--- config.mk ---
export PLATFORM = sky130hd
export DESIGN_NAME = flash_self_program_map
export DESIGN_NICKNAME = d
export VERILOG_FILES = /design/src/logic/flash_self_program_pkg.sv /design/src/logic/flash_self_program_map.sv /design/src/logic/flash_section_map.sv
export VERILOG_INCLUDE_DIRS = /design/src /design/src/logic
export SDC_FILE = /design/constraint.sdc
export NUM_CORES = 1
export LEC_CHECK = 0
export BUFFER_PORTS_ARGS = -buffer_cell sky130_fd_sc_hd__buf_4
export CAP_MARGIN = 20
export CELL_PAD_IN_SITES_DETAIL_PLACEMENT = 1
export CELL_PAD_IN_SITES_GLOBAL_PLACEMENT = 2
export CORE_MARGIN = 2
export CORE_UTILIZATION = 27
export CTS_BUF_LIST = sky130_fd_sc_hd__clkbuf_4 sky130_fd_sc_hd__clkbuf_8
export CTS_CLUSTER_SIZE = 16
export DETAILED_ROUTE_END_ITERATION = 12
export PLACE_DENSITY = 0.91
export SLEW_MARGIN = 20
export SYNTH_ARGS = -nofsm -noshare
export SYNTH_HDL_FRONTEND = slang
export SYNTH_SLANG_ARGS = --single-unit
--- constraint.sdc ---
create_clock -name clk -period 2.8 [get_ports clk]
set_input_delay 0.7 -clock clk [delete_from_list [all_inputs] [get_ports clk]]
set_output_delay 0.7 -clock clk [all_outputs]
set_load 0.05 [all_outputs]
--- src/logic/flash_self_program_params.svh ---
// Constants for the flash self-programming map block.
// Included by the design modules; definitions only.
`ifndef FLASH_SELF_PROGRAM_PARAMS_SVH
`define FLASH_SELF_PROGRAM_PARAMS_SVH

`define SIG_ADDR_ID1 16'h0000
`define SIG_ADDR_CAL 16'h0001
`define SIG_ADDR_ID2 16'h0002
`define SIG_ADDR_ID3 16'h0004
`define SIG_WINDOW_CYC 2'h3
`define STORE_WINDOW_CYC 3'h4
`define CLK_HZ 20000000
`define PROG_MIN_NS 3700000
`define PROG_MAX_NS 4500000
`define BOOT_START_32K_11 14'h3F00
`define BOOT_START_32K_10 14'h3E00
`define BOOT_START_32K_01 14'h3C00
`define BOOT_START_32K_00 14'h3800
`define BOOT_START_16K_11 14'h1F00
`define BOOT_START_16K_10 14'h1E00
`define BOOT_START_16K_01 14'h1C00
`define BOOT_START_16K_00 14'h1800
`define FLASH_END_32K 14'h3FFF
`define FLASH_END_16K 14'h1FFF
`define NO_CONCURRENT_READ_REGION_START_32K 14'h3800
`define NO_CONCURRENT_READ_REGION_START_16K 14'h1800
`define PAGE_LSB 7
`define PAGE_MSB 14
`define WORD_LSB 1
`define WORD_MSB 6

`endif

--- src/logic/flash_self_program_pkg.sv ---
// Types for the flash self-programming map block.
// Constants live in the params header.
package flash_self_program_pkg;
   typedef enum logic [1:0]
   {
      ST_IDLE = 2'b00,
      ST_SIG_ARMED = 2'b01,
      ST_STORE_ARMED = 2'b11,
      ST_PROGRAM = 2'b10
   } seq_state_e;
   typedef enum logic [1:0]
   {
      OP_FILL = 2'h0,
      OP_ERASE = 2'h1,
      OP_WRITE = 2'h2,
      OP_LOCK = 2'h3
   } prog_op_e;
endpackage : flash_self_program_pkg

--- src/logic/flash_self_program_map.sv ---
// Self-programming sequencer: signature reads, store commands,
// timed flash writes and section map. Assumes CPU on the same clk.
`timescale 1ns/100ps
`include "flash_self_program_params.svh"
module flash_self_program_map
#(
   parameter int PROG_CYC = 80000,
   parameter logic [7:0] ID_BYTE1 = 8'h5A, // Arbitrary value
   parameter logic [7:0] ID_BYTE2 = 8'hA5, // Arbitrary value
   parameter logic [7:0] ID_BYTE3 = 8'h3C  // Arbitrary value
)
(
   input wire logic clk,
   input wire logic rst_b,
   input wire logic por_b,
   input wire logic [1:0] boot_size,
   input wire logic variant_32k,
   input wire logic [7:0] rc_cal_byte,
   input wire logic ctrl_wr,
   input wire logic sig_sel_wr,
   input wire logic prog_en_wr,
   input wire logic reenable_wr,
   input wire logic [1:0] op_wr,
   input wire logic [15:0] z_ptr,
   input wire logic load_instr,
   input wire logic store_instr,
   input wire logic [15:0] flash_word,
   output logic [7:0] load_data,
   output logic signature_read_select,
   output logic self_prog_enable,
   output logic region_busy_flag,
   output logic flash_busy,
   output logic flash_erase,
   output logic flash_write,
   output logic buf_fill,
   output logic buf_clear,
   output logic [7:0] page_index,
   output logic [5:0] word_in_page,
   output logic [13:0] flash_addr,
   output logic [13:0] boot_start,
   output logic [13:0] app_end,
   output logic [13:0] flash_end,
   output logic [13:0] no_concurrent_read_region_start
);
   localparam longint PROG_MIN_CYC =
      (longint'(`PROG_MIN_NS) * `CLK_HZ + 64'd999999999) / 64'd1000000000;
   localparam longint PROG_MAX_CYC =
      (longint'(`PROG_MAX_NS) * `CLK_HZ) / 64'd1000000000;

   flash_self_program_pkg::seq_state_e state_q, state_d;
   flash_self_program_pkg::prog_op_e op_q, op_d;
   logic [2:0] win_q, win_d;
   logic [16:0] prog_cnt_q, prog_cnt_d;
   logic sig_q, sig_d, en_q, en_d, busy_q, busy_d;
   logic [7:0] data_q, data_d;
   logic [7:0] page_q, page_d;
   logic erase_q, erase_d, write_q, write_d;
   logic fill_d, clr_d;
   logic rst_meta_q, rst_sync_q;

   // Section map straps
   flash_section_map u_map
   (
      .boot_size(boot_size),
      .variant_32k(variant_32k),
      .boot_start(boot_start),
      .app_end(app_end),
      .flash_end(flash_end),
      .no_concurrent_read_region_start(no_concurrent_read_region_start)
   );

   function automatic logic [7:0] sig_byte(input logic [15:0] a,
                                           input logic [7:0] cal);
      begin
         unique case (a)
            `SIG_ADDR_ID1: sig_byte = ID_BYTE1;
            `SIG_ADDR_ID2: sig_byte = ID_BYTE2;
            `SIG_ADDR_ID3: sig_byte = ID_BYTE3;
            `SIG_ADDR_CAL: sig_byte = cal;
            default: sig_byte = 8'hFF; // Reserved addresses
         endcase
      end
   endfunction : sig_byte

   always_comb
   begin
      state_d = state_q;
      op_d = op_q;
      win_d = win_q;
      prog_cnt_d = prog_cnt_q;
      sig_d = sig_q;
      en_d = en_q;
      busy_d = busy_q;
      data_d = data_q;
      page_d = page_q;
      erase_d = erase_q;
      write_d = write_q;
      fill_d = 1'b0;
      clr_d = 1'b0;
      if (load_instr)
      begin
         if (sig_q && en_q && state_q == flash_self_program_pkg::ST_SIG_ARMED)
            data_d = sig_byte(z_ptr, rc_cal_byte);
         else if (z_ptr[0])
            data_d = flash_word[15:8];
         else
            data_d = flash_word[7:0];
      end
      unique case (state_q)
         flash_self_program_pkg::ST_IDLE:
         begin
            if (ctrl_wr && prog_en_wr && sig_sel_wr)
            begin
               sig_d = 1'b1;
               en_d = 1'b1;
               win_d = 3'({1'b0, `SIG_WINDOW_CYC});
               state_d = flash_self_program_pkg::ST_SIG_ARMED;
            end
            else if (ctrl_wr && prog_en_wr)
            begin
               en_d = 1'b1;
               op_d = flash_self_program_pkg::prog_op_e'(op_wr);
               win_d = `STORE_WINDOW_CYC;
               state_d = flash_self_program_pkg::ST_STORE_ARMED;
            end
         end
         flash_self_program_pkg::ST_SIG_ARMED:
         begin
            // Auto clear on read or timeout
            if (load_instr || win_q == 3'h1)
            begin
               sig_d = 1'b0;
               en_d = 1'b0;
               state_d = flash_self_program_pkg::ST_IDLE;
            end
            else
               win_d = win_q - 3'h1;
         end
         flash_self_program_pkg::ST_STORE_ARMED:
         begin
            if (store_instr)
            begin
               page_d = z_ptr[`PAGE_MSB:`PAGE_LSB];
               if (reenable_wr)
               begin
                  busy_d = 1'b0;
                  clr_d = 1'b1;
                  en_d = 1'b0;
                  state_d = flash_self_program_pkg::ST_IDLE;
               end
               else if (op_q == flash_self_program_pkg::OP_FILL)
               begin
                  fill_d = 1'b1;
                  en_d = 1'b0;
                  state_d = flash_self_program_pkg::ST_IDLE;
               end
               else
               begin
                  erase_d = op_q == flash_self_program_pkg::OP_ERASE;
                  write_d = op_q != flash_self_program_pkg::OP_ERASE;
                  // Lock write leaves whole flash readable
                  if (op_q != flash_self_program_pkg::OP_LOCK)
                     busy_d = 1'b1;
                  prog_cnt_d = 17'(PROG_CYC);
                  state_d = flash_self_program_pkg::ST_PROGRAM;
               end
            end
            else if (win_q == 3'h1)
            begin
               en_d = 1'b0;
               state_d = flash_self_program_pkg::ST_IDLE;
            end
            else
               win_d = win_q - 3'h1;
         end
         flash_self_program_pkg::ST_PROGRAM:
         begin
            if (prog_cnt_q == 17'h00001)
            begin
               erase_d = 1'b0;
               write_d = 1'b0;
               en_d = 1'b0;
               clr_d = op_q == flash_self_program_pkg::OP_WRITE;
               state_d = flash_self_program_pkg::ST_IDLE;
            end
            else
               prog_cnt_d = prog_cnt_q - 17'h00001;
         end
      endcase
   end

   // Reset pin is not timed to clk; only the second stage is read
   always_ff @(posedge clk or negedge por_b)
   begin
      if (!por_b)
      begin
         rst_meta_q <= 1'b0;
         rst_sync_q <= 1'b0;
      end
      else
      begin
         rst_meta_q <= rst_b;
         rst_sync_q <= rst_meta_q;
      end
   end

   // Reset during a program cycle lets it finish; only power loss aborts
   always_ff @(posedge clk or negedge por_b)
   begin
      if (!por_b)
      begin
         state_q <= flash_self_program_pkg::ST_IDLE;
         op_q <= flash_self_program_pkg::OP_FILL;
         win_q <= 3'h0;
         prog_cnt_q <= 17'h00000;
         sig_q <= 1'b0;
         en_q <= 1'b0;
         busy_q <= 1'b0;
         data_q <= 8'h00;
         page_q <= 8'h00;
         erase_q <= 1'b0;
         write_q <= 1'b0;
         buf_fill <= 1'b0;
         buf_clear <= 1'b0;
      end
      else if (!rst_sync_q && state_q != flash_self_program_pkg::ST_PROGRAM)
      begin
         state_q <= flash_self_program_pkg::ST_IDLE;
         sig_q <= 1'b0;
         en_q <= 1'b0;
         busy_q <= 1'b0;
         buf_fill <= 1'b0;
         buf_clear <= 1'b1;
      end
      else
      begin
         state_q <= state_d;
         op_q <= op_d;
         win_q <= win_d;
         prog_cnt_q <= prog_cnt_d;
         sig_q <= sig_d;
         en_q <= en_d;
         busy_q <= busy_d;
         data_q <= data_d;
         page_q <= page_d;
         erase_q <= erase_d;
         write_q <= write_d;
         buf_fill <= fill_d;
         buf_clear <= clr_d;
      end
   end

   assign load_data = data_q;
   assign signature_read_select = sig_q;
   assign self_prog_enable = en_q;
   assign region_busy_flag = busy_q;
   assign flash_busy = state_q == flash_self_program_pkg::ST_PROGRAM;
   assign flash_erase = erase_q;
   assign flash_write = write_q;
   assign page_index = page_q;
   assign word_in_page = z_ptr[`WORD_MSB:`WORD_LSB];
   assign flash_addr = {page_q[7:0], z_ptr[`WORD_MSB:`WORD_LSB]};

   a_prog_time: assert property (@(posedge clk) disable iff (!por_b)
      $rose(flash_busy) |-> flash_busy [*8])
      else $error("Program cycle ended too early");
   a_prog_bound: assert property (@(posedge clk) disable iff (!por_b)
      1'b1 |-> (longint'(PROG_CYC) >= PROG_MIN_CYC
                && longint'(PROG_CYC) <= PROG_MAX_CYC))
      else $error("Program count outside window");
   a_sig_clear: assert property (@(posedge clk) disable iff (!rst_b)
      $rose(signature_read_select) |-> ##[1:3] !signature_read_select)
      else $error("Signature select did not clear");
   a_sig_data: assert property (@(posedge clk) disable iff (!rst_b)
      (signature_read_select && load_instr && z_ptr == `SIG_ADDR_CAL
       && state_q == flash_self_program_pkg::ST_SIG_ARMED)
      |=> load_data == $past(rc_cal_byte))
      else $error("Calibration byte not returned");
   a_plain_load: assert property (@(posedge clk) disable iff (!rst_b)
      (!signature_read_select && load_instr && !z_ptr[0])
      |=> load_data == $past(flash_word[7:0]))
      else $error("Ordinary load data wrong");
   a_odd_byte: assert property (@(posedge clk) disable iff (!rst_b)
      (!signature_read_select && load_instr && z_ptr[0])
      |=> load_data == $past(flash_word[15:8]))
      else $error("High byte not selected");
   a_busy_clear: assert property (@(posedge clk) disable iff (!rst_b)
      (state_q == flash_self_program_pkg::ST_STORE_ARMED && store_instr
       && reenable_wr) |=> !region_busy_flag)
      else $error("Busy flag not cleared");
   a_busy_hold: assert property (@(posedge clk) disable iff (!por_b)
      (flash_busy && op_q != flash_self_program_pkg::OP_LOCK)
      |-> region_busy_flag)
      else $error("Busy flag dropped while programming");
   a_boot_map: assert property (@(posedge clk) disable iff (!rst_b)
      app_end + 14'h0001 == boot_start && boot_start >= no_concurrent_read_region_start
      && flash_end - boot_start
         == 14'((15'h0100 << (2'h3 - boot_size)) - 15'h0001))
      else $error("Boot map inconsistent");
   a_reset_keep: assert property (@(posedge clk) disable iff (!por_b)
      (flash_busy && !rst_sync_q && prog_cnt_q > 17'h00001) |=> flash_busy)
      else $error("Reset aborted a write");
endmodule : flash_self_program_map

--- src/logic/flash_section_map.sv ---
// Combinational map of boot and read-while-write boundaries.
// Assumes boot size and variant are static straps after reset.
`timescale 1ns/100ps
`include "flash_self_program_params.svh"
module flash_section_map
(
   input wire logic [1:0] boot_size,
   input wire logic variant_32k,
   output logic [13:0] boot_start,
   output logic [13:0] app_end,
   output logic [13:0] flash_end,
   output logic [13:0] no_concurrent_read_region_start
);
   always_comb
   begin
      unique case ({variant_32k, boot_size})
         3'b111: boot_start = `BOOT_START_32K_11;
         3'b110: boot_start = `BOOT_START_32K_10;
         3'b101: boot_start = `BOOT_START_32K_01;
         3'b100: boot_start = `BOOT_START_32K_00;
         3'b011: boot_start = `BOOT_START_16K_11;
         3'b010: boot_start = `BOOT_START_16K_10;
         3'b001: boot_start = `BOOT_START_16K_01;
         3'b000: boot_start = `BOOT_START_16K_00;
      endcase
      app_end = boot_start - 14'h0001;
      flash_end = variant_32k ? `FLASH_END_32K : `FLASH_END_16K;
      // Fixed whatever the boot size
      no_concurrent_read_region_start = variant_32k ? `NO_CONCURRENT_READ_REGION_START_32K : `NO_CONCURRENT_READ_REGION_START_16K;
   end
endmodule : flash_section_map

Word level (Yosys, flattened, before mapping). Memory sizes are Yosys's and may differ from the RTL's. Index checks and enable logic that the tools add are counted.

Flip-flop bits (word level): 49. ROM bits: 32. Input port bits: 54. Output and inout port bits: 100. Logic and storage cells: 139. Memories kept: 1.

Add/sub/neg operators: 3. Eq/ne operators: 29. Mux-type cells: 63. Bitwise gates (word level): 2. Reduce and logical (&&, ||, !) cells: 26.

Memory list: (name not given) (depth 8, bits a word 4, rd ports 1, clocked after memory_dff 0, wr ports 0, line flash_section_map.sv:16) `unique case ({variant_32k, boot_size})`.

Operators by type and width (count): two-way mux 17 bit (4); case mux 17 bit (2 select lines) (1); two-way mux 1 bit (32); case mux 8 bit (4 select lines) (1); two-way mux 14 bit (2); two-way mux 2 bit (9); != test 2 bit, second input constant (9); AND reduction 6 bit (3); equality test 17 x 1 -> 1 bit, second input constant (1); subtractor 17 x 1 -> 17 bit, second input constant (1); equality test 16 x 1 -> 1 bit, second input constant (1); equality test 16 x 2 -> 1 bit, second input constant (1); equality test 16 x 3 -> 1 bit, second input constant (1); logical NOT 16 bit (1); two-way mux 8 bit (2); two-way mux 3 bit (5); subtractor 14 x 1 -> 14 bit, second input constant (1); AND reduction 4 bit (3); case mux 3 bit (3 select lines) (1); nonzero test 3 bit (3); != test 4 bit, second input constant (2); case mux 1 bit (2 select lines) (4); case mux 2 bit (4 select lines) (1); equality test 2 bit, second input constant (3); other kinds (18) (31).

Depth between registers and ports, before layout. Gate-level depths: netlist of the first run.

Word-level depth: 7. Depth in mapped cells: 8. Mapped depth without buffers: 7.

Cells and area by module. From an unflattened synthesis of the first run, not the netlist that was laid out.

Cell total of the unflattened synthesis: 342. Area total of the unflattened synthesis: 3143.0 µm².

Modules (own cells, without submodules): flash_self_program_map (instances 1, cells an instance 284, area an instance 2722.6 µm², sequential area each 1226.2 µm²); flash_section_map (instances 1, cells an instance 58, area an instance 420.4 µm², sequential area each 0.0 µm²).

Least setup slack after synthesis of the first run. Ideal clock, no wire load.

Kind: register -> output. From: register state_q[1]. To: output port flash_busy. Data arrival time: 1.804 ns. Required time: 2.100 ns. Slack: 0.296 ns. Stages on the path, launching flop included: 6. Path buffers: 3. Cell sequence: dfrtp_1 > clkbuf_1 > nand2_1 > inv_2 > clkbuf_1 > clkbuf_1.

Longest elaborated chain between the ends: 1.

Ends and longest elaborated chain: start: declaration (line flash_self_program_map.sv:50) `flash_self_program_pkg::seq_state_e state_q, state_d;`; start signal: assignment (line flash_self_program_map.sv:212) `state_q <= flash_self_program_pkg::ST_IDLE;`; start signal: assignment (line flash_self_program_map.sv:228) `state_q <= flash_self_program_pkg::ST_IDLE;`; start signal: assignment (line flash_self_program_map.sv:237) `state_q <= state_d;`; equality test 2 bit (line flash_self_program_map.sv:257) `assign flash_busy = state_q == flash_self_program_pkg::ST_PROGRAM;`; end: declaration (line flash_self_program_map.sv:32) `output logic flash_busy,`.

No other way between the ends.

Worst setup path after layout of the first run.
From: register state_q[0]. To: output port flash_busy.

Same word-level chain as after synthesis.

==> impl_metrics.ini, run 1 <==
[setup_path]
family_with_the_most_delay_on_the_worst_path = buffers and inverters
critical_path.endpoint_type = output port
critical_path.n_buffers_inverters = 3
critical_path_arrival_ps = 1620
critical_path_class = flip-flop to output port
critical_path.startpoint_type = flip-flop
ordered_list_of_cells_on_the_worst_path = inv_2 -> nand2_1 -> inv_2 -> buf_4
critPathMostFrequentCell = sky130_fd_sc_hd__inv_2
timing.critical_path.slowest_stage_cell = sky130_fd_sc_hd__dfrtp_1
crit_required_ps = 2100
critical_path.max_fanout = 13
slowest_delay_ps = 530

[floorplan]
floorplan.initialDensity = 0.275
io_pins = 154
fp.coreArea_um2 = 12000
rows = 40
die-width_um = 114
die_height_um = 114
die-area_um2 = 13100

[outcome]
run_status = finished, final reports clean

[power_and_ir_drop]
max-vdd-ir-drop_mv = 0.706
post-layout-total-power_mw = 3.89
power.leakage_nw = 1.84
power.density_cell_area_nw_per_um2 = 975

[global_routing]
grt_pass1_vias = 2765
global_route.overflow_total = 0
antenna_found_initial = 0
global_route_wire_length_before_repair_um = 13900
grt_start_max_net_pins = 50
grt_usage = 0.131

[placed_design]
gp_congestion = 0.838
dp_hpwl_um = 6700
io_buffers = 103

[yosys]
synth_cells = 360
synth_seq_cells = 49
muxShareOfSynthArea = 0.0343
synth_enable_flop_cells = 0
synth.top_cells.by_count = 71 x sky130_fd_sc_hd__buf_4, 49 x sky130_fd_sc_hd__dfrtp_1, 20 x sky130_fd_sc_hd__nand2_1, 20 x sky130_fd_sc_hd__nor2_1, 18 x sky130_fd_sc_hd__a21oi_1
post_synthesis_share_of_cell_area_spent_on_full_adders_half_adders_and_majority_gates = 0.0183
yosys.cell_count.top_type = sky130_fd_sc_hd__buf_4
yosysTopAreaCellShare = 0.373
synth_top_family_by_area = simple AND/OR/NAND/NOR gates
synthesis.area_um2 = 3280
yosys_warnings = 0
synth_simple_gate_area_share = 0.200
synth_area_in_xor_xnor = 0.00533
synth-seq-area-share = 0.373
yosys.cell_types.count = 60
syn-mean-instance-area_um2 = 9.12
share_of_flip_flops_with_an_asynchronous_set_or_reset_after_synthesis = 1.00
postSynth.topFlopCell = sky130_fd_sc_hd__dfrtp_1
synth_compound_area_frac = 0.175
synth_top_cell_by_area = sky130_fd_sc_hd__dfrtp_1
ys_top_cells_by_area = sky130_fd_sc_hd__dfrtp_1 37%, sky130_fd_sc_hd__buf_4 16%, sky130_fd_sc_hd__mux2_2 3.4%

[cells_and_area]
multi_input_comb_area_um2 = 1590
n_antenna_cell = 0
layout.nets = 492
final-seq-area_um2 = 1230
layout-drive-gt1-share = 0.320
syn_to_final_growth_pct = 21.4
nFillCells = 1418

[sta]
timing.final.hold_violations = 0
fin_crit_ps = 2320
setup_violations = 0
period_share = 0.827
rsz0062_at_grt = false
timing.setup.tns_ps = 0
worst-slew-pin-transition_ps = 609
relSlewSlack = 0.584
fin_skew_ps = 5.11
timing.fmax_mhz = 432
timing.final.max_slew_violations = 0

[cts]
clk-insertion-delay-late_ps = 310
clock_tree.htree_level_count = 2
clkSinkCount = 49
tritoncts = done
post_cts_resized = 0
numCtsBuffers = 5
clk_pin_slew_ps = 90
post-cts-setup-buffer-count = 0
cts.root.buffer_cell = sky130_fd_sc_hd__clkbuf_8
cts_hold_buffers = 0
cts.path.max_buffers = 2

[worst_hold_path]
min_path_type = flip-flop to flip-flop

[detailed_routing]
via_count = 2797
detail_route.wl_per_cell_um = 14.8
detail_route.vias_per_cell = 4.81
antenna_violating_nets_remaining = 0
dr.pass1.iters = 4
routed_wl_um = 8590
initialDrtViolationCount = 114
post-route-drc-count = 0

[job]
drv_cap = 0
==> flip-flops by register name, indices dropped and copies added (netlist names) <==
| register | count |
|---|---|
| rst_meta_q | 1 |
| win_q | 3 |
| flash_write | 1 |
| flash_erase | 1 |
| self_prog_enable | 1 |
| rst_sync_q | 1 |
| load_data | 8 |
| page_index | 8 |
| buf_fill | 1 |
| region_busy_flag | 1 |
| prog_cnt_q | 17 |
| state_q | 2 |
| signature_read_select | 1 |
| op_q | 2 |
| buf_clear | 1 |
==> per-stage QoR <==
stage / instances / util / worst slack (ps) / area [um2] / hold slack (ps)
final: 582 / 0.333 / 485 / 3990 / 355
after global routing: 582 / 0.333 / 353 / 3990 / 378
after floorplan: 403 / - / 296 / 3450 / 331
after CTS: 582 / 0.333 / 477 / 3990 / 361
after detailed placement: 574 / 0.322 / 229 / 3850 / 336
after global placement: 574 / 0.322 / 335 / 3850 / 337
==> area by class of cell <==
cell class,instances,share of cell area
repair buffers,107,0.201
inverters,13,0.0122
clock inverters,3,0.0163
flip-flops and latches,49,0.308
clock buffers,5,0.0173
multi-input cells,258,0.399
well taps,147,0.0461
==> metal layers <==
layer  global-route usage  up-vias  share of wire
met2                0.226      105           0.49
met4               0.0398        0          0.013
met1                0.162     1361           0.42
met3               0.0323        8          0.069
li1                     -     1323              -
met5                    0        -              0
==> cells by family after synthesis <==
family / Yosys count
simple gates: 111
buf+inv: 96
compound gates: 85
flops: 49
mux: 10
fa+ha+maj: 5
other cells: 2
xor+xnor: 2
==> placed cells by master (no fill, tap or decap), drive strengths merged, types with 2 or more instances in the layout <==
| master | instances |
|---|---|
| clkbuf | 5 |
| conb | 45 |
| dfrtp | 49 |
| ha | 4 |
| nand2b | 9 |
| mux2 | 10 |
| buf | 107 |
| a221oi | 8 |
| nand3b | 2 |
| nand2 | 20 |
| or4 | 6 |
| o21ai | 17 |
| nor2b | 10 |
| a31oi | 6 |
| nand3 | 9 |
| or2 | 2 |
| o22a | 2 |
| bufinv | 2 |
| a21oi | 18 |
| a22o | 3 |
| nor3b | 2 |
| o211ai | 6 |
| nor3 | 6 |
| a22oi | 2 |
| a211oi | 8 |
| o31ai | 2 |
| inv | 13 |
| and3 | 4 |
| nor2 | 21 |
| o22ai | 3 |
| or3 | 3 |
| nor4 | 10 |
| nand4 | 4 |
==> power by group <==
part	switching (mW)	leakage, nW	internal [mW]
clock	0.250	0.0681	0.355
sequential	0.263	0.600	0.940
combinational	1.43	1.17	0.651
total	1.94	1.84	1.95
==> path summary, 6_finish.rpt <==
| kind | slack, ps | to | start | cells past startpoint |
|---|---|---|---|---|
| worst max-delay path | 480 | flash_busy | state_q[0] | 4 |
| worst min-delay path | 350 | rst_sync_q | rst_meta_q | 0 |
| worst max register to register | 540 | load_data[7] | state_q[0] | 5 |
| worst min register to register | 350 | rst_sync_q | rst_meta_q | 0 |
| max in group asynchronous | 1960 | win_q[2] | por_b | 1 |
| min in group asynchronous | 410 | prog_cnt_q[6] | por_b | 1 |
No activity file was read; power rests on OpenSTA's default activity.
==> inputs of run 2 (changes only) <==
==> constraint.sdc (replaced) <==
create_clock -name clk -period 2.26 [get_ports clk]
set_input_delay 0.565 -clock clk [delete_from_list [all_inputs] [get_ports clk]]
set_output_delay 0.565 -clock clk [all_outputs]
set_load 0.05 [all_outputs]
==> impl_metrics.ini, run 2 (synthesis results as in run 1) <==
[cells_and_area]
mostFrequentLayoutCell = sky130_fd_sc_hd__buf_4
stdcell_count = 588
layout-drive-gt1-share = 0.329
largest_register_ffs = 17
layout.cells.most_common_list = 113 x sky130_fd_sc_hd__buf_4, 49 x sky130_fd_sc_hd__dfrtp_1, 45 x sky130_fd_sc_hd__conb_1
largest-register = prog_cnt_q
n_antenna_cell = 0
syn_to_final_growth_pct = 21.7
layout.nets = 498

[setup_path]
r2r_path_end = prog_cnt_q[10]
ff2ff_setup_slack_ps = 100
critical_path_arrival_ps = 2360
critical_path.max_fanout = 7
crit-reg2reg-launch = prog_cnt_q[7]
depth_of_the_worst_register_to_register_path = 5
critical_path_class = flip-flop to flip-flop
crit_required_ps = 2470
critical_path.endpoint_type = flip-flop
critical_path.startpoint_type = flip-flop

[power_and_ir_drop]
max-vdd-ir-drop_mv = 0.791
power.density_cell_area_nw_per_um2 = 1160
power.leakage_nw = 1.85

[cts]
numCtsBuffers = 5
cts_hold_buffers = 0
cts.path.max_buffers = 2
clock_tree.htree_level_count = 2
clk-insertion-delay-late_ps = 320
clkSinkCount = 49
cts.root.buffer_cell = sky130_fd_sc_hd__clkbuf_8
tritoncts = done
clk_pin_slew_ps = 100

[detailed_routing]
routed_wl_um = 8830
detail_route.wl_per_cell_um = 15.0
post-route-drc-count = 0
detail_route.vias_per_cell = 4.77
initialDrtViolationCount = 117
dr.pass1.iters = 4
antenna_violating_nets_remaining = 0
via_count = 2804

[floorplan]
io_pins = 154
die_height_um = 114
rows = 40
fp.coreArea_um2 = 12000
die-area_um2 = 13100
die-width_um = 114
floorplan.initialDensity = 0.275

[global_routing]
grt_start_max_net_pins = 50
global_route.overflow_total = 0
grt_usage = 0.136
grt_pass1_vias = 2870
antenna_found_initial = 0
global_route_wire_length_before_repair_um = 14300

[placed_design]
gp_congestion = 0.818
dpl.cell_count = 580
io_buffers = 103
dp_hpwl_um = 6910

[sta]
rsz0062_at_grt = false
setup_violations = 0
fin_skew_ps = 9.32
timing.final.max_slew_violations = 0
timing.final.hold_violations = 0
worst-slew-pin-transition_ps = 845
timing.fmax_mhz = 464
timing.setup.tns_ps = 0
period_share = 0.954
fin_crit_ps = 2160
relSlewSlack = 0.434

[job]
drv_cap = 0

[worst_hold_path]
min_path_type = primary input to async pin

[outcome]
run_status = finished, final reports clean
[run 2: cell type report]
| cell class | instances | area [um2] |
|---|---|---|
| clock inverter | 2 | 13.8 |
| tap | 147 | 184 |
| fill | 1434 | 7970 |
| clock buffer | 6 | 82.6 |
| sequential | 49 | 1230 |
| timing repair buffer | 113 | 848 |
| multi-input combinational | 258 | 1590 |
| inverter | 13 | 48.8 |
[run 2: critical path, stage by stage, from the launching register on]
cell and delay (ps):
sky130_fd_sc_hd__dfrtp_1 430, sky130_fd_sc_hd__or4_4 590, sky130_fd_sc_hd__or4_4 480, sky130_fd_sc_hd__o211ai_2 300, sky130_fd_sc_hd__or4_1 160, sky130_fd_sc_hd__nand3_1 80
[run 2: power by group]
| group | switching [mW] | internal [mW] |
|---|---|---|
| Sequential | 0.326 | 1.16 |
| Combinational | 1.78 | 0.800 |
| Clock | 0.316 | 0.249 |
| Total | 2.42 | 2.21 |
[run 2: repair_timing]
item                       in CTS  in global routing
setup buffers                   0                  0
gates resized for setup         0                  1
setup endpoints to repair       0                  1
[run 2: worst max path at each step]
stage | cells past startpoint | from | slack (ps) | end
2_1_floorplan | 5 | state_q[1] | 150 | flash_busy
3_3_place_gp | 5 | z_ptr[11] | 100 | load_data[7]
3_5_place_dp | 5 | z_ptr[11] | -80 | load_data[0]
4_1_cts | 5 | prog_cnt_q[7] | 110 | prog_cnt_q[10]
5_1_grt | 5 | prog_cnt_q[13] | 10 | prog_cnt_q[10]
6_report | 5 | prog_cnt_q[7] | 100 | prog_cnt_q[10]
[run 2: per-layer routing]
| layer | part of all wire | track usage | routed length [um] | vias up |
|---|---|---|---|---|
| met5 | 0 | 0 | 0 | - |
| met4 | 0.016 | 0.0480 | 143 | 0 |
| met3 | 0.065 | 0.0355 | 571 | 11 |
| met2 | 0.49 | 0.233 | 4360 | 113 |
| met1 | 0.43 | 0.165 | 3760 | 1346 |
| li1 | - | - | - | 1334 |
[run 2: metrics by stage]
stage                     worst slack, ps  utilization  area (um2)  hold WS (ps)  power (mW)
after global routing                 11.8        0.334        4000           308        4.94
final                                 103        0.334        4000           256        4.63
after CTS                             107        0.334        4000           286        4.68
after global placement               99.3        0.326        3900           356        4.02
after detailed placement            -82.4        0.326        3900           377        4.10
after floorplan                       149            -        3450           269        3.48
==> inputs of run 3 (changes only) <==
--- a/config.mk
+++ b/config.mk
@@ -6,16 +6,17 @@
 export SDC_FILE = /design/constraint.sdc
 export NUM_CORES = 1
 export LEC_CHECK = 0
+export ABC_AREA = 1
 export BUFFER_PORTS_ARGS = -buffer_cell sky130_fd_sc_hd__buf_4
 export CAP_MARGIN = 20
 export CELL_PAD_IN_SITES_DETAIL_PLACEMENT = 1
 export CELL_PAD_IN_SITES_GLOBAL_PLACEMENT = 2
 export CORE_MARGIN = 2
-export CORE_UTILIZATION = 27
+export CORE_UTILIZATION = 26
 export CTS_BUF_LIST = sky130_fd_sc_hd__clkbuf_4 sky130_fd_sc_hd__clkbuf_8
 export CTS_CLUSTER_SIZE = 16
 export DETAILED_ROUTE_END_ITERATION = 12
-export PLACE_DENSITY = 0.91
+export PLACE_DENSITY = 0.92
 export SLEW_MARGIN = 20
 export SYNTH_ARGS = -nofsm -noshare
 export SYNTH_HDL_FRONTEND = slang
==> constraint.sdc (replaced) <==
create_clock -name clk -period 2.26 [get_ports clk]
set_input_delay 0.226 -clock clk [delete_from_list [all_inputs] [get_ports clk]]
set_output_delay 0.226 -clock clk [all_outputs]
set_load 0.05 [all_outputs]
==> impl_metrics.ini, run 3 <==
[outcome]
run_status = finished, final reports clean

[cts]
clk-insertion-delay-late_ps = 310
cts.root.buffer_cell = sky130_fd_sc_hd__clkbuf_8
cts_hold_buffers = 1
cts.path.max_buffers = 2
post-cts-setup-buffer-count = 0
clk_pin_slew_ps = 100
clkSinkCount = 49
post_cts_resized = 0
tritoncts = done
clock_tree.htree_level_count = 2
numCtsBuffers = 5

[detailed_routing]
routed_wl_um = 9270
post-route-drc-count = 0
antenna_violating_nets_remaining = 0
detail_route.vias_per_cell = 4.30
dr.pass1.iters = 4
initialDrtViolationCount = 110
detail_route.wl_per_cell_um = 12.8
via_count = 3115

[sta]
timing.fmax_mhz = 573
timing.final.hold_violations = 0
timing.setup.tns_ps = 0
relSlewSlack = 0.564
worst-slew-pin-transition_ps = 654
finalWorstSetupSlack_ps = 516
rsz0062_at_grt = false
fin_crit_ps = 1740
period_share = 0.772
fin_skew_ps = 11.2
setup_violations = 0
timing.final.max_slew_violations = 0

[setup_path]
critical_path_arrival_ps = 1950
depth_of_the_worst_register_to_register_path = 8
family_with_the_most_delay_on_the_worst_path = simple AND/OR/NAND/NOR gates
critPathLaunch = prog_cnt_q[9]
crit_required_ps = 2470
critPathMostFrequentCell = sky130_fd_sc_hd__nand2_1
ff2ff_setup_slack_ps = 520
critical_path.n_buffers_inverters = 1
slowest_delay_ps = 430
r2r_path_end = prog_cnt_q[15]
critical_path.endpoint_type = flip-flop
critical_path_class = flip-flop to flip-flop
timing.critical_path.slowest_stage_cell = sky130_fd_sc_hd__dfrtp_1
ordered_list_of_cells_on_the_worst_path = nor2_1 -> nand2_1 -> nor2_2 -> nand3_2 -> nand2_2 -> inv_1 -> nand2_1 -> nand2_1
crit-reg2reg-launch = prog_cnt_q[9]
critical_path.max_fanout = 17
critical_path.startpoint_type = flip-flop

[cells_and_area]
layout.cells.most_common_list = 125 x sky130_fd_sc_hd__nand2_1, 104 x sky130_fd_sc_hd__buf_4, 59 x sky130_fd_sc_hd__nor2_1
largest-register = prog_cnt_q
layout-drive-gt1-share = 0.270
syn_to_final_growth_pct = 20.0
layout.core_utilization = 0.319
layout.nets = 606
mostFrequentLayoutCell = sky130_fd_sc_hd__nand2_1
largest_register_ffs = 17
nFillCells = 1643
n_antenna_cell = 0

[floorplan]
die-width_um = 120
fp.coreArea_um2 = 13200
io_pins = 154
rows = 42
floorplan.initialDensity = 0.266
die_height_um = 120
die-area_um2 = 14400

[yosys]
synthesis.area_um2 = 3510
synth_top_cell_by_area = sky130_fd_sc_hd__dfrtp_1
share_of_flip_flops_with_an_asynchronous_set_or_reset_after_synthesis = 1.00
yosys.cell_count.top_type = sky130_fd_sc_hd__nand2_1
yosys.cell_types.count = 39
synth_enable_flop_cells = 0
syn-mean-instance-area_um2 = 7.45
yosysTopAreaCellShare = 0.350
synth-seq-area-share = 0.350
yosys_warnings = 0
synth.top_cells.by_count = 125 x sky130_fd_sc_hd__nand2_1, 72 x sky130_fd_sc_hd__buf_4, 59 x sky130_fd_sc_hd__nor2_1, 49 x sky130_fd_sc_hd__dfrtp_1, 38 x sky130_fd_sc_hd__inv_1
ys_top_cells_by_area = sky130_fd_sc_hd__dfrtp_1 35%, sky130_fd_sc_hd__buf_4 15%, sky130_fd_sc_hd__nand2_1 13%
postSynth.topFlopCell = sky130_fd_sc_hd__dfrtp_1
synth_cells = 471
synth_seq_cells = 49

[global_routing]
grt_start_max_net_pins = 50
global_route_wire_length_before_repair_um = 15000
antenna_found_initial = 0
global_route.overflow_total = 0
grt_usage = 0.128
grt_pass1_vias = 3160

[power_and_ir_drop]
post-layout-total-power_mw = 5.40
power.leakage_nw = 2.17
power.density_cell_area_nw_per_um2 = 1280
max-vdd-ir-drop_mv = 0.332

[placed_design]
dp_hpwl_um = 7440
place_worst_setup_slack_ps = 457
io_buffers = 103
gp_congestion = 0.841

[job]
drv_cap = 0

[worst_hold_path]
min_delay_worst_endpoint = rst_meta_q
min_path_type = primary input to flip-flop
hold_depth = 1
hold_path_startpoint = rst_b
[run 3: report_power, final]
part / total (mW) / switching, mW / internal [mW]
combinational: 3.17 / 2.23 / 0.943
clock: 0.677 / 0.303 / 0.373
sequential: 1.55 / 0.323 / 1.23
[run 3: final cells by class]
type / instances / area (um2) / share of cell area
inverter: 45 / 173 / 0.0410
timing repair buffer: 105 / 791 / 0.188
multi-input combinational: 342 / 1680 / 0.399
sequential: 49 / 1230 / 0.291
clock buffer: 7 / 90.1 / 0.0214
clock inverter: 1 / 30.0 / 0.00713
tap: 176 / 220 / 0.0523
[run 3: through the flow]
stage          hold slack (ps)  cells  cell area, um2
2_1_floorplan            -69.6    514            3670
3_3_place_gp               294    716            4080
3_5_place_dp               304    716            4080
4_1_cts                   8.19    725            4210
5_1_grt                   13.0    725            4210
6_report                  23.6    725            4210
[run 3: cell families (layout without fill, tap and decap cells)]
family                     after synthesis  count (layout)  share of synthesized area
and+or+nand+nor                        227             227                      0.281
buffers and inverters                  123             158                      0.217
DFF                                     49              49                      0.350
AOI/OAI and AO/OA                       46              46                     0.0792
xor gates and xnor gates                11              11                     0.0275
muxes                                    9               9                     0.0289
adders and majority gates                4               4                     0.0143
other                                    2              45                    0.00214
[run 3: worst max path at each step]
stage / end / slack [ps] / cells past startpoint
after global placement: load_data[0] / 580 / 9
after floorplan: prog_cnt_q[8] / 750 / 7
after CTS: prog_cnt_q[15] / 480 / 8
final: prog_cnt_q[15] / 520 / 8
after global routing: prog_cnt_q[14] / 310 / 8
after detailed placement: load_data[0] / 460 / 9
[run 3: worst register-to-register path: cells and delay by family, from the launching register on]
kind | cells | cell delay, ps
buf+inv | 1 | 110
flops | 1 | 430
simple gates | 7 | 1080
[run 3: metal layers]
layer	track usage	routed length [um]
met2	0.232	4720
met5	0	0
met4	0.0404	135
met1	0.153	3790
met3	0.0223	617
